[config.mk]
export PLATFORM = sky130hd
export DESIGN_NAME = slcd_core
export DESIGN_NICKNAME = d
export VERILOG_FILES = /design/src/slcd_pkg.sv /design/src/slcd_fifo.sv /design/src/slcd_ram.sv /design/src/slcd_core.sv
export SDC_FILE = /design/constraint.sdc
export NUM_CORES = 1
export LEC_CHECK = 0
export ABC_AREA = 1
export BUFFER_PORTS_ARGS = -buffer_cell sky130_fd_sc_hd__buf_2
export CAP_MARGIN = 0
export CORE_MARGIN = 8
export CORE_UTILIZATION = 40
export DETAILED_ROUTE_END_ITERATION = 12
export GPL_ROUTABILITY_DRIVEN = 1
export SETUP_SLACK_MARGIN = 0.1
export SLEW_MARGIN = 20
export SYNTH_ARGS = -nofsm -noshare
export SYNTH_HDL_FRONTEND = slang
export SYNTH_SLANG_ARGS = --single-unit
[constraint.sdc]
create_clock -name clk -period 2.7 [get_ports clk]
set_clock_uncertainty 0.05 [all_clocks]
set_input_delay 0.135 -clock clk [delete_from_list [all_inputs] [get_ports clk]]
set_output_delay 0.135 -clock clk [all_outputs]
set_load 0.05 [all_outputs]
[src/slcd_pkg.sv]
// Functional notes
// - Mode byte bit3 switches panel; reset off.
// - Command off blanks outputs at the next frame end.
// - Command on enables outputs and RAM scan.
// - Inhibit pin blanks outputs immediately, unsynchronised.
// - Mode byte bit2 picks half bias; reset third.
// - Address byte low five bits plus stored MSB.
// - Address above 22h forces 00h; reset 00h.
// - Counter loads on address-set command or soft reset.
// - Write at 22h wraps counter to 00h.
// - Counter persists across commands and frames.
// - Control byte bits4..3 pick frame rate.
// - External clock divided by 512/576/648/768.
// - Control byte bit2 picks frame inversion.
// - Control byte bits1..0 pick drive strength.
// - Operation byte bit2 stores address MSB.
// - Operation bit1 soft-resets, dropping bits 2,1.
// - Soft reset blanks panel, restores config defaults except clock select, clears counter; RAM kept.
// - Operation bit0 selects external logic clock.
// - Blink byte bits1..0 store blink mode.
// - Command bit7 clear marks next byte data.
// - Data state holds until chip select rises.
// - Data byte writes two nibbles, counter advancing.
// - Sample rising edge, byte at eighth fall.
// - Partial command dropped when chip select rises.
`default_nettype none
package slcd_pkg;
  // Widths
  localparam int ADDR_W = 6;
  localparam int NIB_W = 4;
  localparam int BYTE_W = 8;
  localparam int ENTRY_W = 9;
  localparam int FRAME_W = 10;
  localparam int OSC_W = 16;
  localparam int RAM_DEPTH = 35;
  localparam int FIFO_DEPTH = 4;
  // Address range of the display RAM
  localparam logic [5:0] ADDR_FIRST = 6'h00;
  localparam logic [5:0] ADDR_LAST = 6'h22;
  localparam logic [5:0] ADDR_STEP = 6'h01;
  // Command byte fields
  localparam int CD_BIT = 7;
  localparam int GRP_HI = 6;
  localparam int GRP_LO = 5;
  localparam int OP_LO = 3;
  localparam int PANEL_BIT = 3;
  localparam int BIAS_BIT = 2;
  localparam int RATE_HI = 4;
  localparam int RATE_LO = 3;
  localparam int WAVE_BIT = 2;
  localparam int MSB_BIT = 2;
  localparam int SRST_BIT = 1;
  localparam int CLKSEL_BIT = 0;
  localparam int ADDR_LO_HI = 4;
  // Opcode patterns
  localparam logic [1:0] GRP_ADDR = 2'h0;
  localparam logic [1:0] GRP_DCTL = 2'h1;
  localparam logic [1:0] GRP_MODE = 2'h2;
  localparam logic [3:0] OP_CHIP = 4'hD;
  localparam logic [3:0] OP_BLINK = 4'hE;
  // Serial bit counts
  localparam logic [3:0] BITS_NIB = 4'h4;
  localparam logic [3:0] BITS_BYTE = 4'h8;
  localparam logic [3:0] BITS_STEP = 4'h1;
  // Logic-clock ticks per frame for each rate
  localparam logic [9:0] DIV_80 = 10'h200;
  localparam logic [9:0] DIV_71 = 10'h240;
  localparam logic [9:0] DIV_64 = 10'h288;
  localparam logic [9:0] DIV_53 = 10'h300;
  localparam logic [9:0] FRAME_STEP = 10'h001;
  localparam logic [15:0] OSC_STEP = 16'h0001;
  // Default internal oscillator divider, in clk cycles per tick
  localparam logic [15:0] OSC_DIV_DEF = 16'h0040;
  // Configuration encodings
  typedef enum logic {BIAS_THIRD, BIAS_HALF} slcd_bias_t;
  typedef enum logic [1:0] {RATE_80, RATE_71, RATE_64, RATE_53} slcd_rate_t;
  typedef enum logic {WAVE_LINE, WAVE_FRAME} slcd_wave_t;
  typedef enum logic [1:0] {PWR_SAVE1, PWR_SAVE2, PWR_NORMAL, PWR_HIGH}
    slcd_power_t;
  typedef enum logic {CLK_INTERNAL, CLK_EXTERNAL} slcd_clksrc_t;
  // Serial link framing state
  typedef enum logic [1:0] {LINK_IDLE, LINK_CMD, LINK_DATA} slcd_link_t;
  // Reset values
  localparam logic [1:0] BLINK_RST = 2'h0;
endpackage : slcd_pkg
`default_nettype wire

[src/slcd_fifo.sv]
`default_nettype none
module slcd_fifo #(
  parameter int WIDTH = 9,
  parameter int DEPTH = 4
) (
  input wire logic clk,
  input wire logic reset,
  input wire logic in_valid,
  output logic in_ready,
  input wire logic [WIDTH-1:0] in_data,
  output logic out_valid,
  input wire logic out_ready,
  output logic [WIDTH-1:0] out_data
);
  localparam int PW = (DEPTH > 1) ? $clog2(DEPTH) : 1;
  localparam logic [PW:0] CNT_FULL = (PW+1)'(DEPTH);
  // Pointer state
  typedef struct packed {
    logic [PW-1:0] wr;
    logic [PW-1:0] rd;
    logic [PW:0] cnt;
  } slcd_fifo_state_t;
  slcd_fifo_state_t s_r, s_nxt;
  logic [WIDTH-1:0] mem [DEPTH];  // Storage words
  logic push, pop;

  // Honest flags straight from the occupancy count
  assign in_ready = (s_r.cnt != CNT_FULL);
  assign out_valid = (s_r.cnt != '0);
  assign out_data = mem[s_r.rd];
  assign push = in_valid & in_ready;
  assign pop = out_valid & out_ready;

  // Pointer and count update, wrapping at DEPTH
  always_comb begin
    s_nxt = s_r;
    if (push) begin
      s_nxt.wr = (s_r.wr == PW'(DEPTH - 1)) ? '0 : s_r.wr + PW'(1);
    end
    if (pop) begin
      s_nxt.rd = (s_r.rd == PW'(DEPTH - 1)) ? '0 : s_r.rd + PW'(1);
    end
    s_nxt.cnt = s_r.cnt + (PW+1)'(push) - (PW+1)'(pop);
  end

  // State register
  always_ff @(posedge clk) begin
    if (reset) begin
      s_r <= '0;
    end else begin
      s_r <= s_nxt;
    end
  end

  // Storage write, no reset needed for data
  always_ff @(posedge clk) begin
    if (push) begin
      mem[s_r.wr] <= in_data;
    end
  end
endmodule : slcd_fifo
`default_nettype wire

[src/slcd_ram.sv]
`default_nettype none
module slcd_ram #(
  parameter int WIDTH = 4,
  parameter int DEPTH = 35,
  parameter int AW = 6
) (
  input wire logic clk,
  input wire logic we,
  input wire logic [AW-1:0] addr,
  input wire logic [WIDTH-1:0] wdata,
  output logic [WIDTH-1:0] rdata
);
  // Contents survive any reset on purpose
  logic [WIDTH-1:0] mem [DEPTH];
  logic [WIDTH-1:0] rdata_r;

  assign rdata = rdata_r;

  // Single port, registered read
  always_ff @(posedge clk) begin
    if (we) begin
      mem[addr] <= wdata;
    end
    rdata_r <= mem[addr];
  end
endmodule : slcd_ram
`default_nettype wire

[src/slcd_core.sv]
`default_nettype none
module slcd_core #(
  parameter logic [15:0] OSC_DIV = slcd_pkg::OSC_DIV_DEF
) (
  input wire logic clk,
  input wire logic reset,
  input wire logic chip_select_n,
  input wire logic serial_clk,
  input wire logic serial_data_in,
  input wire logic display_inhibit_n,
  input wire logic external_clock_pin,
  output logic drive_enable,
  output logic bias_half,
  output logic frame_inversion,
  output logic [1:0] power_mode,
  output logic [1:0] frame_rate,
  output logic ext_clock_sel,
  output logic [1:0] blink_mode,
  output logic [5:0] ram_addr,
  output logic frame_pulse,
  output logic [5:0] scan_addr,
  output logic [3:0] scan_data,
  output logic link_ready,
  output logic rx_overflow
);
  // Whole block state
  typedef struct packed {
    logic sclk_q;                       // Serial clock last sample
    logic ext_q;                        // External clock last sample
    logic [7:0] shift;                  // Incoming bits, MSB first
    logic [3:0] bits;                   // Bits taken in this unit
    logic next_data;                    // Never set; data mode is held in link
    slcd_pkg::slcd_link_t link;         // Framing state
    logic panel_on;                     // Command-driven panel state
    logic off_pending;                  // Off waiting for frame end
    slcd_pkg::slcd_bias_t bias;
    slcd_pkg::slcd_rate_t rate;
    slcd_pkg::slcd_wave_t wave;
    slcd_pkg::slcd_power_t power;
    logic addr_msb;                     // Stored address bit 5
    slcd_pkg::slcd_clksrc_t clk_src;
    logic [1:0] blink;
    logic [5:0] addr;                   // Display RAM write counter
    logic [15:0] osc_cnt;               // Internal tick divider
    logic [9:0] frame_cnt;              // Ticks into this frame
    logic [5:0] scan_addr;              // Refresh read pointer
    logic frame_pulse;                  // One cycle per frame end
    logic overflow;                     // Sticky receive loss
  } slcd_core_state_t;

  slcd_core_state_t s_r, s_nxt;

  // Receive-to-decoder queue signals
  logic push_valid;
  logic [8:0] push_data;
  logic fifo_in_ready;
  logic pop_valid;
  logic pop_ready;
  logic [8:0] pop_data;
  // Display RAM port
  logic ram_we;
  logic [5:0] ram_port_addr;
  logic [3:0] ram_rdata;
  // Decode helpers
  logic sclk_rise, sclk_fall;
  logic ext_rise;
  logic osc_wrap;
  logic tick;
  logic frame_end;
  logic scan_take;
  logic [9:0] frame_div;
  logic [7:0] cmd;
  logic is_data;
  logic [5:0] load_addr;

  // Queue between the serial front end and the decoder
  slcd_fifo #(
    .WIDTH(slcd_pkg::ENTRY_W),
    .DEPTH(slcd_pkg::FIFO_DEPTH)
  ) u_fifo (
    .clk(clk),
    .reset(reset),
    .in_valid(push_valid),
    .in_ready(fifo_in_ready),
    .in_data(push_data),
    .out_valid(pop_valid),
    .out_ready(pop_ready),
    .out_data(pop_data)
  );

  // Display memory, shared by writes and refresh reads
  slcd_ram #(
    .WIDTH(slcd_pkg::NIB_W),
    .DEPTH(slcd_pkg::RAM_DEPTH),
    .AW(slcd_pkg::ADDR_W)
  ) u_ram (
    .clk(clk),
    .we(ram_we),
    .addr(ram_port_addr),
    .wdata(pop_data[3:0]),
    .rdata(ram_rdata)
  );

  // Edge detection on sampled pins
  assign sclk_rise = serial_clk & ~s_r.sclk_q;
  assign sclk_fall = ~serial_clk & s_r.sclk_q;
  assign ext_rise = external_clock_pin & ~s_r.ext_q;
  assign osc_wrap = (s_r.osc_cnt == OSC_DIV - slcd_pkg::OSC_STEP);

  // Logic clock tick from the selected source
  assign tick = (s_r.clk_src == slcd_pkg::CLK_EXTERNAL) ? ext_rise
                                                         : osc_wrap;

  // Ticks per frame for the chosen rate
  always_comb begin
    unique case (s_r.rate)
      slcd_pkg::RATE_80: frame_div = slcd_pkg::DIV_80;
      slcd_pkg::RATE_71: frame_div = slcd_pkg::DIV_71;
      slcd_pkg::RATE_64: frame_div = slcd_pkg::DIV_64;
      slcd_pkg::RATE_53: frame_div = slcd_pkg::DIV_53;
    endcase
  end

  assign frame_end = tick &
                     (s_r.frame_cnt == frame_div - slcd_pkg::FRAME_STEP);

  // Refresh owns the RAM port on its tick; the queue absorbs the stall
  assign scan_take = tick & s_r.panel_on;
  assign pop_ready = ~scan_take;
  assign cmd = pop_data[7:0];
  assign is_data = pop_data[8];
  assign ram_we = pop_valid & pop_ready & is_data;
  assign ram_port_addr = scan_take ? s_r.scan_addr : s_r.addr;

  // Address from the command's low bits and the stored MSB
  assign load_addr = {s_r.addr_msb,
                      cmd[slcd_pkg::ADDR_LO_HI:0]};

  // Next-state logic for link, decoder and frame timing
  always_comb begin
    s_nxt = s_r;
    push_valid = 1'b0;
    push_data = '0;
    s_nxt.sclk_q = serial_clk;
    s_nxt.ext_q = external_clock_pin;
    s_nxt.frame_pulse = frame_end;

    // Serial front end
    if (chip_select_n) begin
      // Idle link drops any partial unit
      s_nxt.bits = '0;
      s_nxt.link = slcd_pkg::LINK_IDLE;
      s_nxt.next_data = 1'b0;
    end else begin
      unique case (s_r.link)
        slcd_pkg::LINK_IDLE: begin
          // First byte of a frame is always a command
          s_nxt.link = slcd_pkg::LINK_CMD;
          s_nxt.bits = '0;
        end
        slcd_pkg::LINK_CMD, slcd_pkg::LINK_DATA: begin
          if (sclk_rise && s_r.bits != slcd_pkg::BITS_BYTE) begin
            // Shift in MSB first on the rising edge
            s_nxt.shift = {s_r.shift[6:0], serial_data_in};
            s_nxt.bits = s_r.bits + slcd_pkg::BITS_STEP;
          end
          if (sclk_fall) begin
            if (s_r.link == slcd_pkg::LINK_DATA &&
                (s_r.bits == slcd_pkg::BITS_NIB ||
                 s_r.bits == slcd_pkg::BITS_BYTE)) begin
              // Each completed nibble is one RAM entry
              push_valid = 1'b1;
              push_data = {1'b1, 4'h0, s_r.shift[3:0]};
              if (s_r.bits == slcd_pkg::BITS_BYTE) begin
                s_nxt.bits = '0;
              end
            end else if (s_r.link == slcd_pkg::LINK_CMD &&
                         s_r.bits == slcd_pkg::BITS_BYTE) begin
              // Whole command taken at the eighth falling edge
              push_valid = 1'b1;
              push_data = {1'b0, s_r.shift};
              s_nxt.bits = '0;
              if (!s_r.shift[slcd_pkg::CD_BIT]) begin
                // Stays in data until chip select rises
                s_nxt.link = slcd_pkg::LINK_DATA;
              end
            end
          end
        end
        default: begin
          s_nxt.link = slcd_pkg::LINK_IDLE;
        end
      endcase
    end
    // A full queue loses the unit; the host must pace itself
    if (push_valid && !fifo_in_ready) begin
      s_nxt.overflow = 1'b1;
    end

    // Internal oscillator divider runs continuously
    s_nxt.osc_cnt = osc_wrap ? '0 : s_r.osc_cnt + slcd_pkg::OSC_STEP;

    // Frame counter on the logic clock
    if (tick) begin
      s_nxt.frame_cnt = frame_end ? '0
                                  : s_r.frame_cnt + slcd_pkg::FRAME_STEP;
    end

    // Refresh pointer walks the whole RAM while the panel runs
    if (scan_take) begin
      s_nxt.scan_addr = (s_r.scan_addr == slcd_pkg::ADDR_LAST) ?
                        slcd_pkg::ADDR_FIRST :
                        s_r.scan_addr + slcd_pkg::ADDR_STEP;
    end

    // Deferred switch-off lands on the frame boundary
    if (frame_end && s_r.off_pending) begin
      s_nxt.panel_on = 1'b0;
      s_nxt.off_pending = 1'b0;
    end

    // Decoder
    if (pop_valid && pop_ready) begin
      if (is_data) begin
        // Advance after each nibble, wrapping after the last entry
        s_nxt.addr = (s_r.addr == slcd_pkg::ADDR_LAST) ?
                     slcd_pkg::ADDR_FIRST :
                     s_r.addr + slcd_pkg::ADDR_STEP;
      end else if (cmd[slcd_pkg::GRP_HI:slcd_pkg::GRP_LO] ==
                   slcd_pkg::GRP_MODE) begin
        // Only bits 3 and 2 are looked at
        if (cmd[slcd_pkg::PANEL_BIT]) begin
          s_nxt.panel_on = 1'b1;
          s_nxt.off_pending = 1'b0;
        end else if (s_r.panel_on) begin
          s_nxt.off_pending = 1'b1;
        end
        s_nxt.bias = slcd_pkg::slcd_bias_t'(cmd[slcd_pkg::BIAS_BIT]);
      end else if (cmd[slcd_pkg::GRP_HI:slcd_pkg::GRP_LO] ==
                   slcd_pkg::GRP_ADDR) begin
        // Out-of-range loads fall back to the first entry
        s_nxt.addr = (load_addr > slcd_pkg::ADDR_LAST) ?
                     slcd_pkg::ADDR_FIRST : load_addr;
      end else if (cmd[slcd_pkg::GRP_HI:slcd_pkg::GRP_LO] ==
                   slcd_pkg::GRP_DCTL) begin
        s_nxt.rate = slcd_pkg::slcd_rate_t'(
                     cmd[slcd_pkg::RATE_HI:slcd_pkg::RATE_LO]);
        s_nxt.wave = slcd_pkg::slcd_wave_t'(cmd[slcd_pkg::WAVE_BIT]);
        s_nxt.power = slcd_pkg::slcd_power_t'(cmd[1:0]);
      end else if (cmd[slcd_pkg::GRP_HI:slcd_pkg::OP_LO] ==
                   slcd_pkg::OP_CHIP) begin
        if (cmd[slcd_pkg::SRST_BIT]) begin
          // Config back to reset values, clock select from bit 0; RAM contents are kept
          s_nxt.panel_on = 1'b0;
          s_nxt.off_pending = 1'b0;
          s_nxt.bias = slcd_pkg::BIAS_THIRD;
          s_nxt.rate = slcd_pkg::RATE_80;
          s_nxt.wave = slcd_pkg::WAVE_LINE;
          s_nxt.power = slcd_pkg::PWR_NORMAL;
          s_nxt.blink = slcd_pkg::BLINK_RST;
          s_nxt.addr_msb = 1'b0;
          s_nxt.addr = slcd_pkg::ADDR_FIRST;
        end else begin
          // MSB is only stored; counter untouched
          s_nxt.addr_msb = cmd[slcd_pkg::MSB_BIT];
        end
        s_nxt.clk_src = slcd_pkg::slcd_clksrc_t'(
                        cmd[slcd_pkg::CLKSEL_BIT]);
      end else if (cmd[slcd_pkg::GRP_HI:slcd_pkg::OP_LO] ==
                   slcd_pkg::OP_BLINK) begin
        // Bit 2 is don't-care
        s_nxt.blink = cmd[1:0];
      end
      // Anything else, including all-pixel control, changes nothing
    end
  end

  // Single state register
  always_ff @(posedge clk) begin
    if (reset) begin
      s_r <= '{sclk_q: 1'b0,
               ext_q: 1'b0,
               shift: '0,
               bits: '0,
               next_data: 1'b0,
               link: slcd_pkg::LINK_IDLE,
               panel_on: 1'b0,
               off_pending: 1'b0,
               bias: slcd_pkg::BIAS_THIRD,
               rate: slcd_pkg::RATE_80,
               wave: slcd_pkg::WAVE_LINE,
               power: slcd_pkg::PWR_NORMAL,
               addr_msb: 1'b0,
               clk_src: slcd_pkg::CLK_INTERNAL,
               blink: slcd_pkg::BLINK_RST,
               addr: slcd_pkg::ADDR_FIRST,
               osc_cnt: '0,
               frame_cnt: '0,
               scan_addr: slcd_pkg::ADDR_FIRST,
               frame_pulse: 1'b0,
               overflow: 1'b0};
    end else begin
      s_r <= s_nxt;
    end
  end

  // Pin inhibit acts at once, outside the frame timing
  assign drive_enable = s_r.panel_on & display_inhibit_n;
  assign bias_half = (s_r.bias == slcd_pkg::BIAS_HALF);
  assign frame_inversion = (s_r.wave == slcd_pkg::WAVE_FRAME);
  assign power_mode = s_r.power;
  assign frame_rate = s_r.rate;
  assign ext_clock_sel = (s_r.clk_src == slcd_pkg::CLK_EXTERNAL);
  assign blink_mode = s_r.blink;
  assign ram_addr = s_r.addr;
  assign frame_pulse = s_r.frame_pulse;
  assign scan_addr = s_r.scan_addr;
  assign scan_data = ram_rdata;
  assign link_ready = fifo_in_ready;
  assign rx_overflow = s_r.overflow;
endmodule : slcd_core
`default_nettype wire

# Word-level counts from Yosys, hierarchy flattened
# Memory sizes are Yosys's and may differ from the RTL's. A register that Yosys moved wholly into a read port is not among the register bits.
# Index checks and enable logic that the tools add are counted.
[classes] n_addsub=10 magnitude_cmp=1 n_eq_ne=33 mux=68 bitwise_logic=18 n_reduce_logical=25
[ops] cell="$mux 10" count=8
[ops] cell="$mux 8" count=9
[ops] cell="$mux 6" count=7
[ops] cell="$pmux 10 s4" count=1
[ops] cell="$mux 9" count=4
[ops] cell="$mux 12" count=2
[ops] cell="$mux 2" count=11
[ops] cell="$mux 4" count=5
[ops] cell="$mux 18" count=1
[ops] cell="$reduce_and 6->1" count=3
[ops] cell="$add 16x1->16 const B" count=1
[ops] cell="$eq 16x6->1 const B" count=1
[ops] cell="$mux 15" count=1
[ops] cell="$mux 1" count=14
[ops] cell="$ne 2x2->1 const B" count=7
[ops] cell="$add 6x1->6 const B" count=2
[ops] cell="$eq 2x2->1 const B" count=6
[ops] cell="$eq 4x4->1 const B" count=3
[ops] cell="$eq 6x6->1 const B" count=2
[ops] cell="$add 10x1->10 const B" count=1
[ops] cell="$eq 10x10->1" count=1
[ops] cell="$sub 10x1->10 const B" count=1
[ops] cell="$and 1x1->1" count=9
[ops] cell="$not 1->1" count=9
[ops] cell="other kinds (29)" count=46
[word_totals] regBits=75 ramBits=176 input_bits=7 output_inout_bits=29 word_cells=180 mem_count=2
[memory_table] memory="u_ram.mem" depth=35 width=4 read_ports=1 rd_ports_with_merged_regs=1 write_ports=1 line="slcd_ram.sv:14" source="logic [WIDTH-1:0] mem [DEPTH];"
[memory_table] memory="u_fifo.mem" depth=4 width=9 read_ports=1 rd_ports_with_merged_regs=1 write_ports=1 line="slcd_fifo.sv:24" source="logic [WIDTH-1:0] mem [DEPTH];"

# Depth between registers and ports, before layout
# Gate-level depths: netlist (run 1).
[depth] depth_word=19 depth_mapped=21 depth_no_buf=20

# Cells and area by module
# Synthesis (run 1) repeated with hierarchy kept, for this count alone.
[hier_totals] cells_unflattened=1300 area_unflattened_um2=11960.2
[modules_own_cells] module="slcd_ram" n_inst=1 cells_each=599 area_per_inst_um2=6213.5
[modules_own_cells] module="slcd_core" n_inst=1 cells_each=553 area_per_inst_um2=3903.7
[modules_own_cells] module="slcd_fifo" n_inst=1 cells_each=148 area_per_inst_um2=1843.0

# Worst setup path after synthesis (run 1)
# No wires, ideal clock.
[synth_path] path_kind="flip-flop to flip-flop" from="register with a tool-made name" to="register s_r (netlist bit ram_addr[2])" setup_time_ps=116 arrival_ps=2675 setup_slack_ps=-141 stages_incl_launch_ff=12 path_buffers=2 period_less_slack_ps=2841 path_cell_list="dfxtp_1 -> buf_4 -> buf_2 -> nand2_1 -> a32oi_1 -> inv_1 -> nand3_1 -> o21ai_0 -> nand2_1 -> o22ai_1 -> o21ai_0 -> nor2_1"
[synth_lines] element="end signal, assigned" line="slcd_core.sv:281" source="s_r <= '{sclk_q: 1'b0,"
[synth_lines] element="end signal, assigned" line="slcd_core.sv:303" source="s_r <= s_nxt;"
[synth_lines] element="end, declared" line="slcd_core.sv:51" source="slcd_core_state_t s_r, s_nxt;"

# Worst setup path after layout (run 1)
[layout_path] from="register s_r[18] in the netlist's numbering" to="memory u_ram.mem[8][0], in the netlist u_ram.mem[2][0], enable pin"
[layout_between] elab_chain_cells=8 word_cells_on_any_way=9 cone_classes="eq/ne: 1; mux: 4; bitwise: 4"
[layout_lines] element="$eq 16x6->1 *" line="slcd_core.sv:108" source="assign osc_wrap = (s_r.osc_cnt == OSC_DIV - slcd_pkg::OSC_STEP);"
[layout_lines] element="$mux 1 *" line="slcd_core.sv:111" source="assign tick = (s_r.clk_src == slcd_pkg::CLK_EXTERNAL) ? ext_rise"
[layout_lines] element="$and 1x1->1 *" line="slcd_core.sv:128" source="assign scan_take = tick & s_r.panel_on;"
[layout_lines] element="$not 1->1" line="slcd_core.sv:129" source="assign pop_ready = ~scan_take;"
[layout_lines] element="$and 1x1->1 (2 in a row)" line="slcd_core.sv:132" source="assign ram_we = pop_valid & pop_ready & is_data;"
[layout_lines] element="$mux 1" line="slcd_ram.sv:21" source="if (we) begin"
[layout_lines] element="$mux 1 (implied by the code)" line="slcd_ram.sv:22" source="mem[addr] <= wdata;"
[layout_lines] element="end, declared" line="slcd_ram.sv:14"
# Mark *: on every way between the ends. The rest lies on a longest branch, timed or not.

==> key figures, run 1 <==
Placed design
  • Port Buffer Count: 35
  • RePlAce Congestion: 0.828
  • DP Wirelength: 18,100 um
  • DP Cell Count: 1,689

Clock network
  • Root Driver: clkbuf_16
  • Max Root-Sink Buffers: 3
  • Reg clk slew, reported paths: 60 ps
  • TritonCTS Buffers: 28
  • Clock sinks: 253
  • Clk_lat worst skew: 540 ps
  • Clock H-tree levels: 1
  • CTS tree: yes

STA
  • FMAX: 388 MHz
  • Measured slew at the worst slew-check pin: 536 ps
  • Tmin final: 2580 ps
  • Tcrit/Tclk final: 95.6%
  • Setup violations, final: 0
  • Slew headroom: 63.9%
  • RSZ-0062 raised after global routing: yes
  • Final Max Slew Viols: 0
  • Final Hold Viols: 0

Detailed routing
  • Avg Vias per Cell: 4.95
  • Via count: 8,677
  • DRC viols: 0
  • DRT Wirelength: 27,300 um
  • Post-route antenna net violation count: 0
  • Initial DRC Count: 729
  • Router iterations before antenna repair: 5
  • Routed length per instance: 15.6 um

Die
  • CORE AREA: 28,800 um2
  • Rows: 62
  • IO Count: 36
  • Die Y: 187 um
  • Starting Density: 40.7%
  • Die footprint: 35,000 um2
  • Die width: 187 um

Hold path
  • Min-Delay Endpoint: u_fifo.s_r[1]
  • Min-delay worst type: input pin to register
  • Min-Delay Path Depth: 3
  • HP Start: reset

Power and ir drop
  • Leakage: 5.60 nW
  • Psw: 0.00477 W
  • Power share of the sequential group: 36.7%
  • Gate power share: 32.2%
  • Sw Ratio: 35.3%
  • VDD IR-drop max: 551 uV
  • Int Pwr: 0.00873 W
  • Power Density: 970 nW/um2
  • Clock power share: 31.1%

Setup path
  • Peak fanout along the critical path: 8
  • Worst Path Required: 2870 ps
  • Worst Setup End Kind: register
  • RR Endpoint: u_ram.mem[2][0]
  • CP peak stage delay: 360 ps
  • CP most frequent cell: nand2_2
  • FF-to-FF Start: s_r[18]
  • Crit path cell chain: ha_4, nand3_2, nor2_1, nand2_1, nand2_2, nand3_4, buf_4, nand2_2, nand2_4, nor2_4, nand3_1, nor2_2
  • WP data arrival: 2750 ps
  • CP max-delay cell: dfxtp_2
  • Internal reg-to-reg setup slack: 120 ps
  • Crit path kind: register to register
  • CP bufs+invs: 1
  • R2R depth: 12
  • Crit path max-delay family: simple AND/OR/NAND/NOR gates
  • Critical Path Start Type: register

Flow run
  • Max Cap Viol: 0

Layout
  • Sequential standard cell area: 6800 um2
  • Antenna fix cells: 0
  • Finished Core Util: 48.3%
  • Area Overhead vs Synth: 18.8%
  • Fillers: 2,635
  • Layout cells sized above 1: 17.6%
  • Nets@finish: 1,378
  • Multi-input logic area: 4140 um2
  • Final Instance Count excl. Fillers: 1,753

Outcome
  • Status: finished, final reports clean

Synth
  • Sequential share of the synthesized area: 58.0%
  • Largest family of logic cells by synthesized area: simple AND/OR/NAND/NOR gates
  • Cell count after synthesis: 1,256
  • Post-synth EDFFs: 172
  • Syn Std Cell Area: 11,700 um2
  • Synth Area in Compound Gates: 8.10%
  • Synth Register Bits: 253
  • Ys async rst share: 0%
  • Number of synthesis warnings: 0
  • Mean Syn Cell Area: 9.32 um2
  • Main synth FF type: edfxtp_1
  • Yosys cell types: 51
  • Post-Synth Adder-Cell Area: 2.63%
  • Post-Synth XOR/XNOR Area: 0.823%
  • Syn nets: 1,287
  • Simple-Gate Fraction of Synth Area: 22.6%
  • Mux share of post-synthesis cell area: 0%

GRT
  • Largest net degree at the start of global routing: 61
  • First-pass GRT wire length: 43,200 um
  • GRT Overall Usage: 14.9%
  • Initial antenna violation count: 0
  • Number of global-route vias before repair: 8,515
  • Total gr overflow: 0
-- registers in the layout, summed over array words and instances, names as in the netlist, named ones only --
name             count
u_fifo.s_r           7
scan_addr            6
bias_half            1
frame_rate           2
u_ram.mem          140
load_addr            1
power_mode           2
frame_inversion      1
blink_mode           2
u_fifo.mem          32
frame_pulse          1
u_ram.rdata          4
ram_addr             6
rx_overflow          1
s_r                 44
ext_clock_sel        1
-- synthesized netlist by cell type (2+ instances only) --
cell,instances,share of area (%)
nand2_1,321,10
edfxtp_1,172,44
inv_1,143,4.6
nor2_1,120,3.8
nand3_1,87,3.7
dfxtp_1,81,14
a21oi_1,60,2.6
o21ai_0,37,1.6
buf_4,27,1.7
ha_1,23,2.5
nor3_1,22,0.94
o211ai_1,18,1.2
buf_2,12,0.51
clkbuf_1,10,0.32
a211oi_1,9,0.58
nand3b_1,9,0.58
nand2_2,8,0.43
xor2_1,8,0.60
o21ai_1,7,0.30
inv_2,6,0.19
nand4_1,6,0.32
nand2_4,5,0.48
nor2_4,5,0.48
nor4_1,5,0.27
o22ai_1,5,0.27
buf_6,4,0.38
nor3b_1,4,0.26
o21a_1,4,0.26
inv_4,3,0.16
nor2_2,3,0.16
or2_0,3,0.16
or2_2,3,0.16
xnor2_1,3,0.22
a31oi_1,2,0.11
a32oi_1,2,0.15
nor3_2,2,0.17
o21bai_1,2,0.13
o31ai_1,2,0.13
-- metal layers --
layer / track usage [%] / wire length [um]
met5: 0 / 0
met4: 4.22 / 578
met2: 25.9 / 13200
met3: 2.07 / 1130
met1: 19.1 / 12400
-- cells by family (layout without fill, tap and decap cells) --
group	count (synthesis)	count (layout)
DFF	253	253
xor gates and xnor gates	11	11
buffers and inverters	205	318
AOI/OAI and AO/OA	156	156
adders and majority gates	24	24
and+or+nand+nor	607	607
-- area by class of cell --
class	count	area share, %
tap	384	3.45
multi-input combinational	798	29.7
sequential	253	48.8
inverter	152	4.21
timing repair buffer	114	6.12
clock inverter	13	1.12
clock buffer	39	6.53
-- placed cells by master (no fill, tap or decap), types with 5 or more instances in the layout --
master,n
a211oi_1,9
inv_1,138
nor2_4,7
nor4_1,5
ha_1,20
nand2_4,5
nand2_2,7
nand2_1,321
nand3b_1,9
o21ai_1,9
inv_2,10
o22ai_1,5
dfxtp_1,74
clkinv_2,6
xor2_1,8
nor2_1,103
edfxtp_1,172
clkbuf_8,6
nand4_1,6
dfxtp_2,7
buf_4,68
buf_2,35
nor2_2,18
o21ai_0,35
o211ai_1,18
nand3_1,85
clkbuf_16,34
nor3_1,22
a21oi_1,60
-- worst min-delay path, stage by stage --
cell	delay [ps]
buf_2	130
buf_4	230
nor2_1	120
-- power groups by stage --
stage          combinational (W)  sequential [W]  clock (W)
6_report                 0.00434         0.00495    0.00421
3_5_place_dp             0.00412         0.00503          0
4_1_cts                  0.00421         0.00495    0.00428
3_3_place_gp             0.00410         0.00502          0
5_1_grt                  0.00481         0.00498    0.00441
2_1_floorplan            0.00272         0.00510          0
-- per-stage QoR --
stage / TNS [ps] / total power [W] / worst slack [ps] / hold WS (ps) / area [um2]
2_1_floorplan: 0 / 0.00782 / 112 / 207 / 11700
3_3_place_gp: 0 / 0.00912 / 39.7 / 318 / 12600
3_5_place_dp: -24.8 / 0.00914 / -24.8 / 323 / 12600
4_1_cts: 0 / 0.0134 / 42.4 / 36.5 / 13700
5_1_grt: 0 / 0.0142 / 3.48 / 57.2 / 13900
6_report: 0 / 0.0135 / 120 / 64.4 / 13900
-- timing repair --
item / CTS / global route
gates resized for setup: 17 / 34
hold endpoints to repair: 10 / 0
pin swaps: 0 / 9
hold buffers: 4 / 0
endpoints found under the setup margin: 73 / 161
gates cloned: 0 / 1
setup buffers: 3 / 4
-- how the worst max path moves through the flow --
stage | startpoint | endpoint | slack, ps | depth (start not counted)
floorplan | s_r[18] | u_ram.mem[18][0] | 110 | 13
global placement | s_r[18] | u_fifo.s_r[2] | 40 | 16
detailed placement | s_r[18] | u_fifo.s_r[2] | -20 | 16
CTS | s_r[18] | u_ram.mem[10][2] | 40 | 12
global route | s_r[18] | u_ram.mem[33][2] | 3 | 12
finish | s_r[18] | u_ram.mem[2][0] | 120 | 12
Note: power is estimated with default switching activity, not from simulation.
==> run 2: changes to the inputs <==
--- a/config.mk
+++ b/config.mk
@@ -7,11 +7,14 @@
 export LEC_CHECK = 0
 export ABC_AREA = 1
 export BUFFER_PORTS_ARGS = -buffer_cell sky130_fd_sc_hd__buf_2
-export CAP_MARGIN = 0
+export CELL_PAD_IN_SITES_DETAIL_PLACEMENT = 0
+export CELL_PAD_IN_SITES_GLOBAL_PLACEMENT = 1
+export CORE_ASPECT_RATIO = 1.5
 export CORE_MARGIN = 8
 export CORE_UTILIZATION = 40
 export DETAILED_ROUTE_END_ITERATION = 12
 export GPL_ROUTABILITY_DRIVEN = 1
+export PLACE_DENSITY_LB_ADDON = 0.1
 export SETUP_SLACK_MARGIN = 0.1
 export SLEW_MARGIN = 20
 export SYNTH_ARGS = -nofsm -noshare
==> run 2 against run 1 <==
Hold slack better by 350 ps. Final cell count is 1.1% higher. Core utilization is 0.15 points lower. Sequential power about the same. Critical path depth did not move. Fmax grew 2.0%. Design area down 0.19%. Register-to-register slack improved by 50 ps. Global-route usage grew 2.0 points. Combinational power is 2% higher.
==> key figures, run 2 (synthesis results as in run 1) <==
Layout
  • Commonest non-fill, non-tap cell in the layout: nand2_1
  • Area Overhead vs Synth: 18.6%
  • Nets@finish: 1,393 (+1.1%)
  • Top flop regs: u_ram.mem x140, s_r x44, u_fifo.mem x32
  • Top reg by flops: u_ram.mem
  • Antenna fix cells: 0 (unchanged)
  • Max FFs per register: 140 (unchanged)
  • Commonest cells after routing, fill and taps aside: nand2_1 (318), edfxtp_1 (172), inv_1 (138)
  • Layout cells sized above 1: 18.9% (+1.3 points)

Clock network
  • CTS tree: yes
  • Clock H-tree levels: 1 (unchanged)
  • TritonCTS Buffers: 26 (-7.1%)
  • Reg clk slew, reported paths: 60 ps (about the same)
  • Clk_lat worst skew: 540 ps (about the same)
  • Clock sinks: 253 (unchanged)
  • Max Root-Sink Buffers: 3 (unchanged)
  • Root Driver: clkbuf_16

STA
  • Setup violations, final: 0 (unchanged)
  • Measured slew at the worst slew-check pin: 541 ps (+4.87 ps)
  • Tcrit/Tclk final: 93.7% (-1.9 points)
  • RSZ-0062 raised after global routing: yes
  • FMAX: 395 MHz (+2.0%)
  • Final Hold Viols: 0 (unchanged)
  • PnR worst setup slack: 170 ps (+50.4 ps)
  • Final Max Slew Viols: 0 (unchanged)
  • Slew headroom: 63.6% (-0.25 points)
  • Tmin final: 2530 ps (-50.4 ps)

Setup path
  • Worst Path Required: 2900 ps (+30 ps)
  • WP data arrival: 2730 ps (-20 ps)
  • Worst Setup End Kind: register
  • Crit path kind: register to register
  • Internal reg-to-reg setup slack: 170 ps (+50 ps)
  • R2R depth: 12 (unchanged)
  • Critical path destination: u_ram.mem[4][3]
  • FF-to-FF Start: s_r[19]
  • Critical Path Start Type: register
  • Worst Setup SP: s_r[19]
  • Peak fanout along the critical path: 24 (+16)
  • RR Endpoint: u_ram.mem[4][3]

Die
  • Rows: 76 (+23%)
  • IO Count: 36 (unchanged)
  • CORE AREA: 28,800 um2 (+0.11%)
  • Die footprint: 35,100 um2 (+0.32%)
  • Die Y: 226 um (+21%)
  • Starting Density: 40.6% (-0.046 points)
  • Die width: 156 um (-17%)

Hold path
  • Min-delay worst type: input pin to register

Detailed routing
  • Initial DRC Count: 279 (-62%)
  • Post-route antenna net violation count: 0 (unchanged)
  • Avg Vias per Cell: 4.82 (-2.6%)
  • DRC viols: 0 (unchanged)
  • Routed length per instance: 16.5 um (+6.3%)
  • DRT Wirelength: 29,300 um (+7.4%)
  • Via count: 8,539 (-1.6%)
  • Router iterations before antenna repair: 4 (-1)

GRT
  • Number of global-route vias before repair: 8,706 (+2.2%)
  • First-pass GRT wire length: 46,000 um (+6.6%)
  • Largest net degree at the start of global routing: 39 (-36%)
  • Initial antenna violation count: 0 (unchanged)
  • Total gr overflow: 0 (unchanged)
  • GRT Overall Usage: 16.9% (+2.0 points)

Power and ir drop
  • Leakage: 5.56 nW (-0.60%)
  • Power Density: 936 nW/um2 (-3.5%)
  • Pwr Total: 0.0130 W (-3.7%)
  • VDD IR-drop max: 625 uV (+13%)

Placed design
  • DP Wirelength: 20,900 um (+15%)
  • Dpl ws: -82.6 ps (-57.8 ps)
  • RePlAce Congestion: 0.791 (-4.5%)
  • Port Buffer Count: 35 (unchanged)

Outcome
  • Status: finished, final reports clean

Flow run
  • Max Cap Viol: 0 (unchanged)
run 2: cell types whose count changed in the layout (fill, tap and decap cells not counted), sizes merged:
cell / before / now
clkbuf: 40 / 38
bufinv: 3 / 2
inv: 154 / 152
buf: 109 / 124
clkinv: 6 / 7
clkinvlp: 2 / 1
dlygate4sd3: 4 / 7
run 2: through the flow:
| stage | area (um2) | instances | TNS, ps | util [%] | hold WS, ps |
|---|---|---|---|---|---|
| 3_3_place_gp | 12700 | 1709 | -319 | 44.0 | 322 |
| 5_1_grt | 13900 | 1772 | 0 | 48.2 | 425 |
| 2_1_floorplan | 11700 | 1256 | 0 | - | 207 |
| 4_1_cts | 13700 | 1766 | 0 | 47.6 | 375 |
| 3_5_place_dp | 12700 | 1709 | -1430 | 44.0 | 328 |
| 6_report | 13900 | 1772 | 0 | 48.2 | 410 |
run 2: worst max-delay path: stages (launching register included):
cell and delay, ps:
dfxtp_2 350, ha_4 150, nand3_4 90, buf_4 160, nor2_1 100, nand3_1 120
nand2_4 130, nand3_4 120, nand2_8 130, buf_12 170, nand3_1 240, nor2_1 240
buf_4 170
run 2: power breakdown:
group / leakage, nW / total (W) / switching, W / internal [W]
Sequential: 2.16 / 0.00498 / 0.000192 / 0.00478
Clock: 0.423 / 0.00360 / 0.00149 / 0.00212
Combinational: 2.98 / 0.00442 / 0.00310 / 0.00132
Total: 5.56 / 0.0130 / 0.00478 / 0.00822
run 2: timing repair:
action                     4_1_cts  5_1_grt
hold endpoints to repair        11        0
hold buffers                     7        0
cloned                           0        0
gates resized for setup         28       40
pin swaps                        3       15
buffers inserted                 2        6
setup endpoints to repair      133      145
run 2: metal layers:
layer	part of all wire, %	up-vias	routed length, um	track usage [%]
li1	-	4352	-	-
met1	39	4015	11400	17.6
met2	55	120	16100	33.5
met3	2.8	52	809	2.03
met4	3.4	0	1000	6.28
met5	0	-	0	0
run 2: area by class of cell:
type                       instances  area [um2]
clock buffer                      38         749
clock inverter                    10         105
fill                            2835       14900
inverter                         152         578
multi-input combinational        798        4200
sequential                       253        6790
tap                              390         488
timing repair buffer             131         977
run 2: worst min path at each step:
| stage | start | end | slack (ps) | depth (start not counted) |
|---|---|---|---|---|
| floorplan | external_clock_pin | s_r[67] | 210 | 2 |
| global placement | serial_clk | s_r[68] | 320 | 3 |
| detailed placement | serial_clk | s_r[68] | 330 | 3 |
| CTS | s_r[18] | s_r[18] | 380 | 1 |
| global route | chip_select_n | s_r[56] | 430 | 5 |
| finish | chip_select_n | s_r[56] | 410 | 5 |
==> run 3: changes to the inputs <==
--- a/config.mk
+++ b/config.mk
@@ -12,6 +12,7 @@
 export CORE_ASPECT_RATIO = 1.5
 export CORE_MARGIN = 8
 export CORE_UTILIZATION = 40
+export CTS_CLUSTER_DIAMETER = 30
 export DETAILED_ROUTE_END_ITERATION = 12
 export GPL_ROUTABILITY_DRIVEN = 1
 export PLACE_DENSITY_LB_ADDON = 0.1
@@ -19,4 +20,5 @@
 export SLEW_MARGIN = 20
 export SYNTH_ARGS = -nofsm -noshare
 export SYNTH_HDL_FRONTEND = slang
+export SYNTH_HIERARCHICAL = 1
 export SYNTH_SLANG_ARGS = --single-unit
==> run 3 against run 2 <==
Non-clock buffer count rose by 44. Highest routed layer unchanged. Critical endpoint is now u_ram/rdata[1]. Largest cell class unchanged. Wire length grew 11%. First-iteration DRC count increased by 75%. Combinational power rose by 7.0%. Clock-buffer cell count up 11.
==> key figures, run 3 <==
GRT
  • Largest net degree at the start of global routing: 40 (+2.6%)
  • First-pass GRT wire length: 48,300 um (+5.0%)
  • Initial antenna violation count: 0 (unchanged)
  • Number of global-route vias before repair: 9,131 (+4.9%)
  • GRT Overall Usage: 17.8% (+0.91 points)
  • Total gr overflow: 0 (unchanged)

Layout
  • Commonest non-fill, non-tap cell in the layout: nand2_1
  • Commonest cells after routing, fill and taps aside: nand2_1 (333), edfxtp_1 (172), nor2_1 (147)
  • Top reg by flops: u_ram/mem
  • Max FFs per register: 140 (unchanged)
  • Finished Core Util: 52.4% (+4.2 points)
  • Antenna fix cells: 0 (unchanged)
  • Area Overhead vs Synth: 29.8%
  • Layout cells sized above 1: 24.4% (+5.5 points)
  • Top flop regs: u_ram/mem x140, s_r x44, u_fifo/mem x32
  • Nets@finish: 1,492 (+7.1%)
  • Final Instance Count excl. Fillers: 1,892 (+6.8%)

Setup path
  • Worst Setup End Kind: register
  • Crit path kind: register to register
  • Worst Path Required: 3070 ps (+170 ps)
  • Peak fanout along the critical path: 7 (-71%)
  • WP data arrival: 2890 ps (+160 ps)
  • Critical Path Start Type: register

Clock network
  • Max Root-Sink Buffers: 3 (unchanged)
  • CTS tree: yes
  • Root Driver: clkbuf_16
  • Reg clk slew, reported paths: 50 ps (about the same)
  • Clock H-tree levels: 2 (+1)
  • TritonCTS Buffers: 45 (+73%)
  • Clk_lat worst skew: 540 ps (about the same)
  • Clock sinks: 253 (unchanged)

Outcome
  • Status: finished, final reports clean

STA
  • RSZ-0062 raised after global routing: yes
  • PnR worst setup slack: 178 ps (+8.42 ps)
  • Slew headroom: 60.2% (-3.4 points)
  • Measured slew at the worst slew-check pin: 592 ps (+50.9 ps)
  • Tmin final: 2520 ps (-8.42 ps)
  • Hold slack: 385 ps (-25.2 ps)
  • Tcrit/Tclk final: 93.4% (-0.31 points)
  • Final Max Slew Viols: 0 (unchanged)
  • FMAX: 397 MHz (+0.33%)
  • Setup violations, final: 0 (unchanged)
  • Final Hold Viols: 0 (unchanged)

Placed design
  • Port Buffer Count: 35 (unchanged)
  • Dpl ws: -162 ps (-79.6 ps)
  • DP Wirelength: 21,500 um (+3.2%)
  • DP Cell Count: 1,773 (+3.7%)
  • RePlAce Congestion: 0.809 (+2.3%)

Detailed routing
  • Avg Vias per Cell: 4.83 (+0.14%)
  • Routed length per instance: 17.1 um (+3.5%)
  • Router iterations before antenna repair: 5 (+1)
  • DRT Wirelength: 32,400 um (+11%)
  • Post-route antenna net violation count: 0 (unchanged)
  • Via count: 9,130 (+6.9%)
  • Initial DRC Count: 489 (+75%)
  • DRC viols: 0 (unchanged)

Synth
  • Syn Std Cell Area: 11,800 um2 (+0.88%)
  • Cell count after synthesis: 1,290 (+2.7%)
  • Mean Syn Cell Area: 9.16 um2 (-1.8%)
  • Syn nets: 1,321 (+2.6%)
  • Number of synthesis warnings: 6 (+6)

Power and ir drop
  • Pwr Total: 0.0156 W (+20%)
  • Leakage: 6.38 nW (+15%)
  • Power Density: 1020 nW/um2 (+8.7%)
  • VDD IR-drop max: 695 uV (+11%)

Die
  • IO Count: 36 (unchanged)
  • CORE AREA: 29,300 um2 (+1.7%)
  • Die footprint: 35,400 um2 (+0.80%)
  • Die Y: 226 um (+0.41%)
  • Die width: 156 um (+0.39%)
  • Rows: 77 (+1.3%)
  • Starting Density: 40.3% (-0.31 points)

Hold path
  • Min-delay worst type: register to register

Flow run
  • Max Cap Viol: 0 (unchanged)
## run 3: changes by cell type in the layout (fill, tap and decap cells not counted), sizes merged, moves of 10 or more
| cell | delta |
|---|---|
| a21oi | -19 |
| buf | +37 |
| clkbuf | +18 |
| inv | +10 |
| nand2 | +17 |
| nand3 | -25 |
| nand4 | +13 |
| nor2 | +45 |
| o21ai | +18 |
## run 3: area by class of cell
cell class              count  area (um2)
clock buffers              49        1180
clock inverters            34         463
fillers                  2801       14000
inverters                 154         591
multi-input cells         831        4300
flip-flops and latches    253        6800
well taps                 395         494
repair buffers            175        1500
repair inverters            1        5.00
## run 3: final timing paths
check | end | slack [ps] | from | depth (start not counted)
max | u_ram/rdata[1] | 180 | s_r[18] | 16
min reg2reg | s_r[18] | 380 | s_r[18] | 1
min | s_r[18] | 380 | s_r[18] | 1
max reg2reg | u_ram/rdata[1] | 180 | s_r[18] | 16
## run 3: critical path, stage by stage, from the launching register on
cell and delay [ps]:
dfxtp_2 330, ha_4 160, nand3_2 70, nor2_2 40
nand2_2 80, nand2_4 80, nand3_4 120, clkinv_4 100
o21ai_4 320, clkinv_4 200, buf_12 190, nand2_2 60
nand3_2 70, o211ai_1 170, nand2_1 130, nor2_2 160
nand2_1 60
## run 3: metal layers
metal	part of all wire (%)	track usage, %	up-vias
li1	-	-	4609
met1	36	17.3	4279
met2	56	35.3	169
met3	3.6	3.45	73
met4	4.2	7.62	0
met5	0	0	-
## run 3: power breakdown
part	internal [W]	switching (W)	leakage, nW
logic	0.00163	0.00311	3.43
registers	0.00460	0.000210	2.16
clock network	0.00401	0.00206	0.797
## run 3: per-stage QoR
| stage | cell area, um2 | TNS (ps) |
|---|---|---|
| 3_5_place_dp | 13000 | -7080 |
| 6_report | 15300 | 0 |
| 3_3_place_gp | 13000 | -3930 |
| 5_1_grt | 15300 | 0 |
| 4_1_cts | 14900 | 0 |
| 2_1_floorplan | 11800 | 0 |
## run 3: timing repair
item,in CTS,in global routing
pin swaps,1,11
hold endpoints to repair,14,0
hold buffers,7,0
cloned,3,9
buffers inserted,4,13
gates resized for setup,36,54
endpoints found under the setup margin,137,146
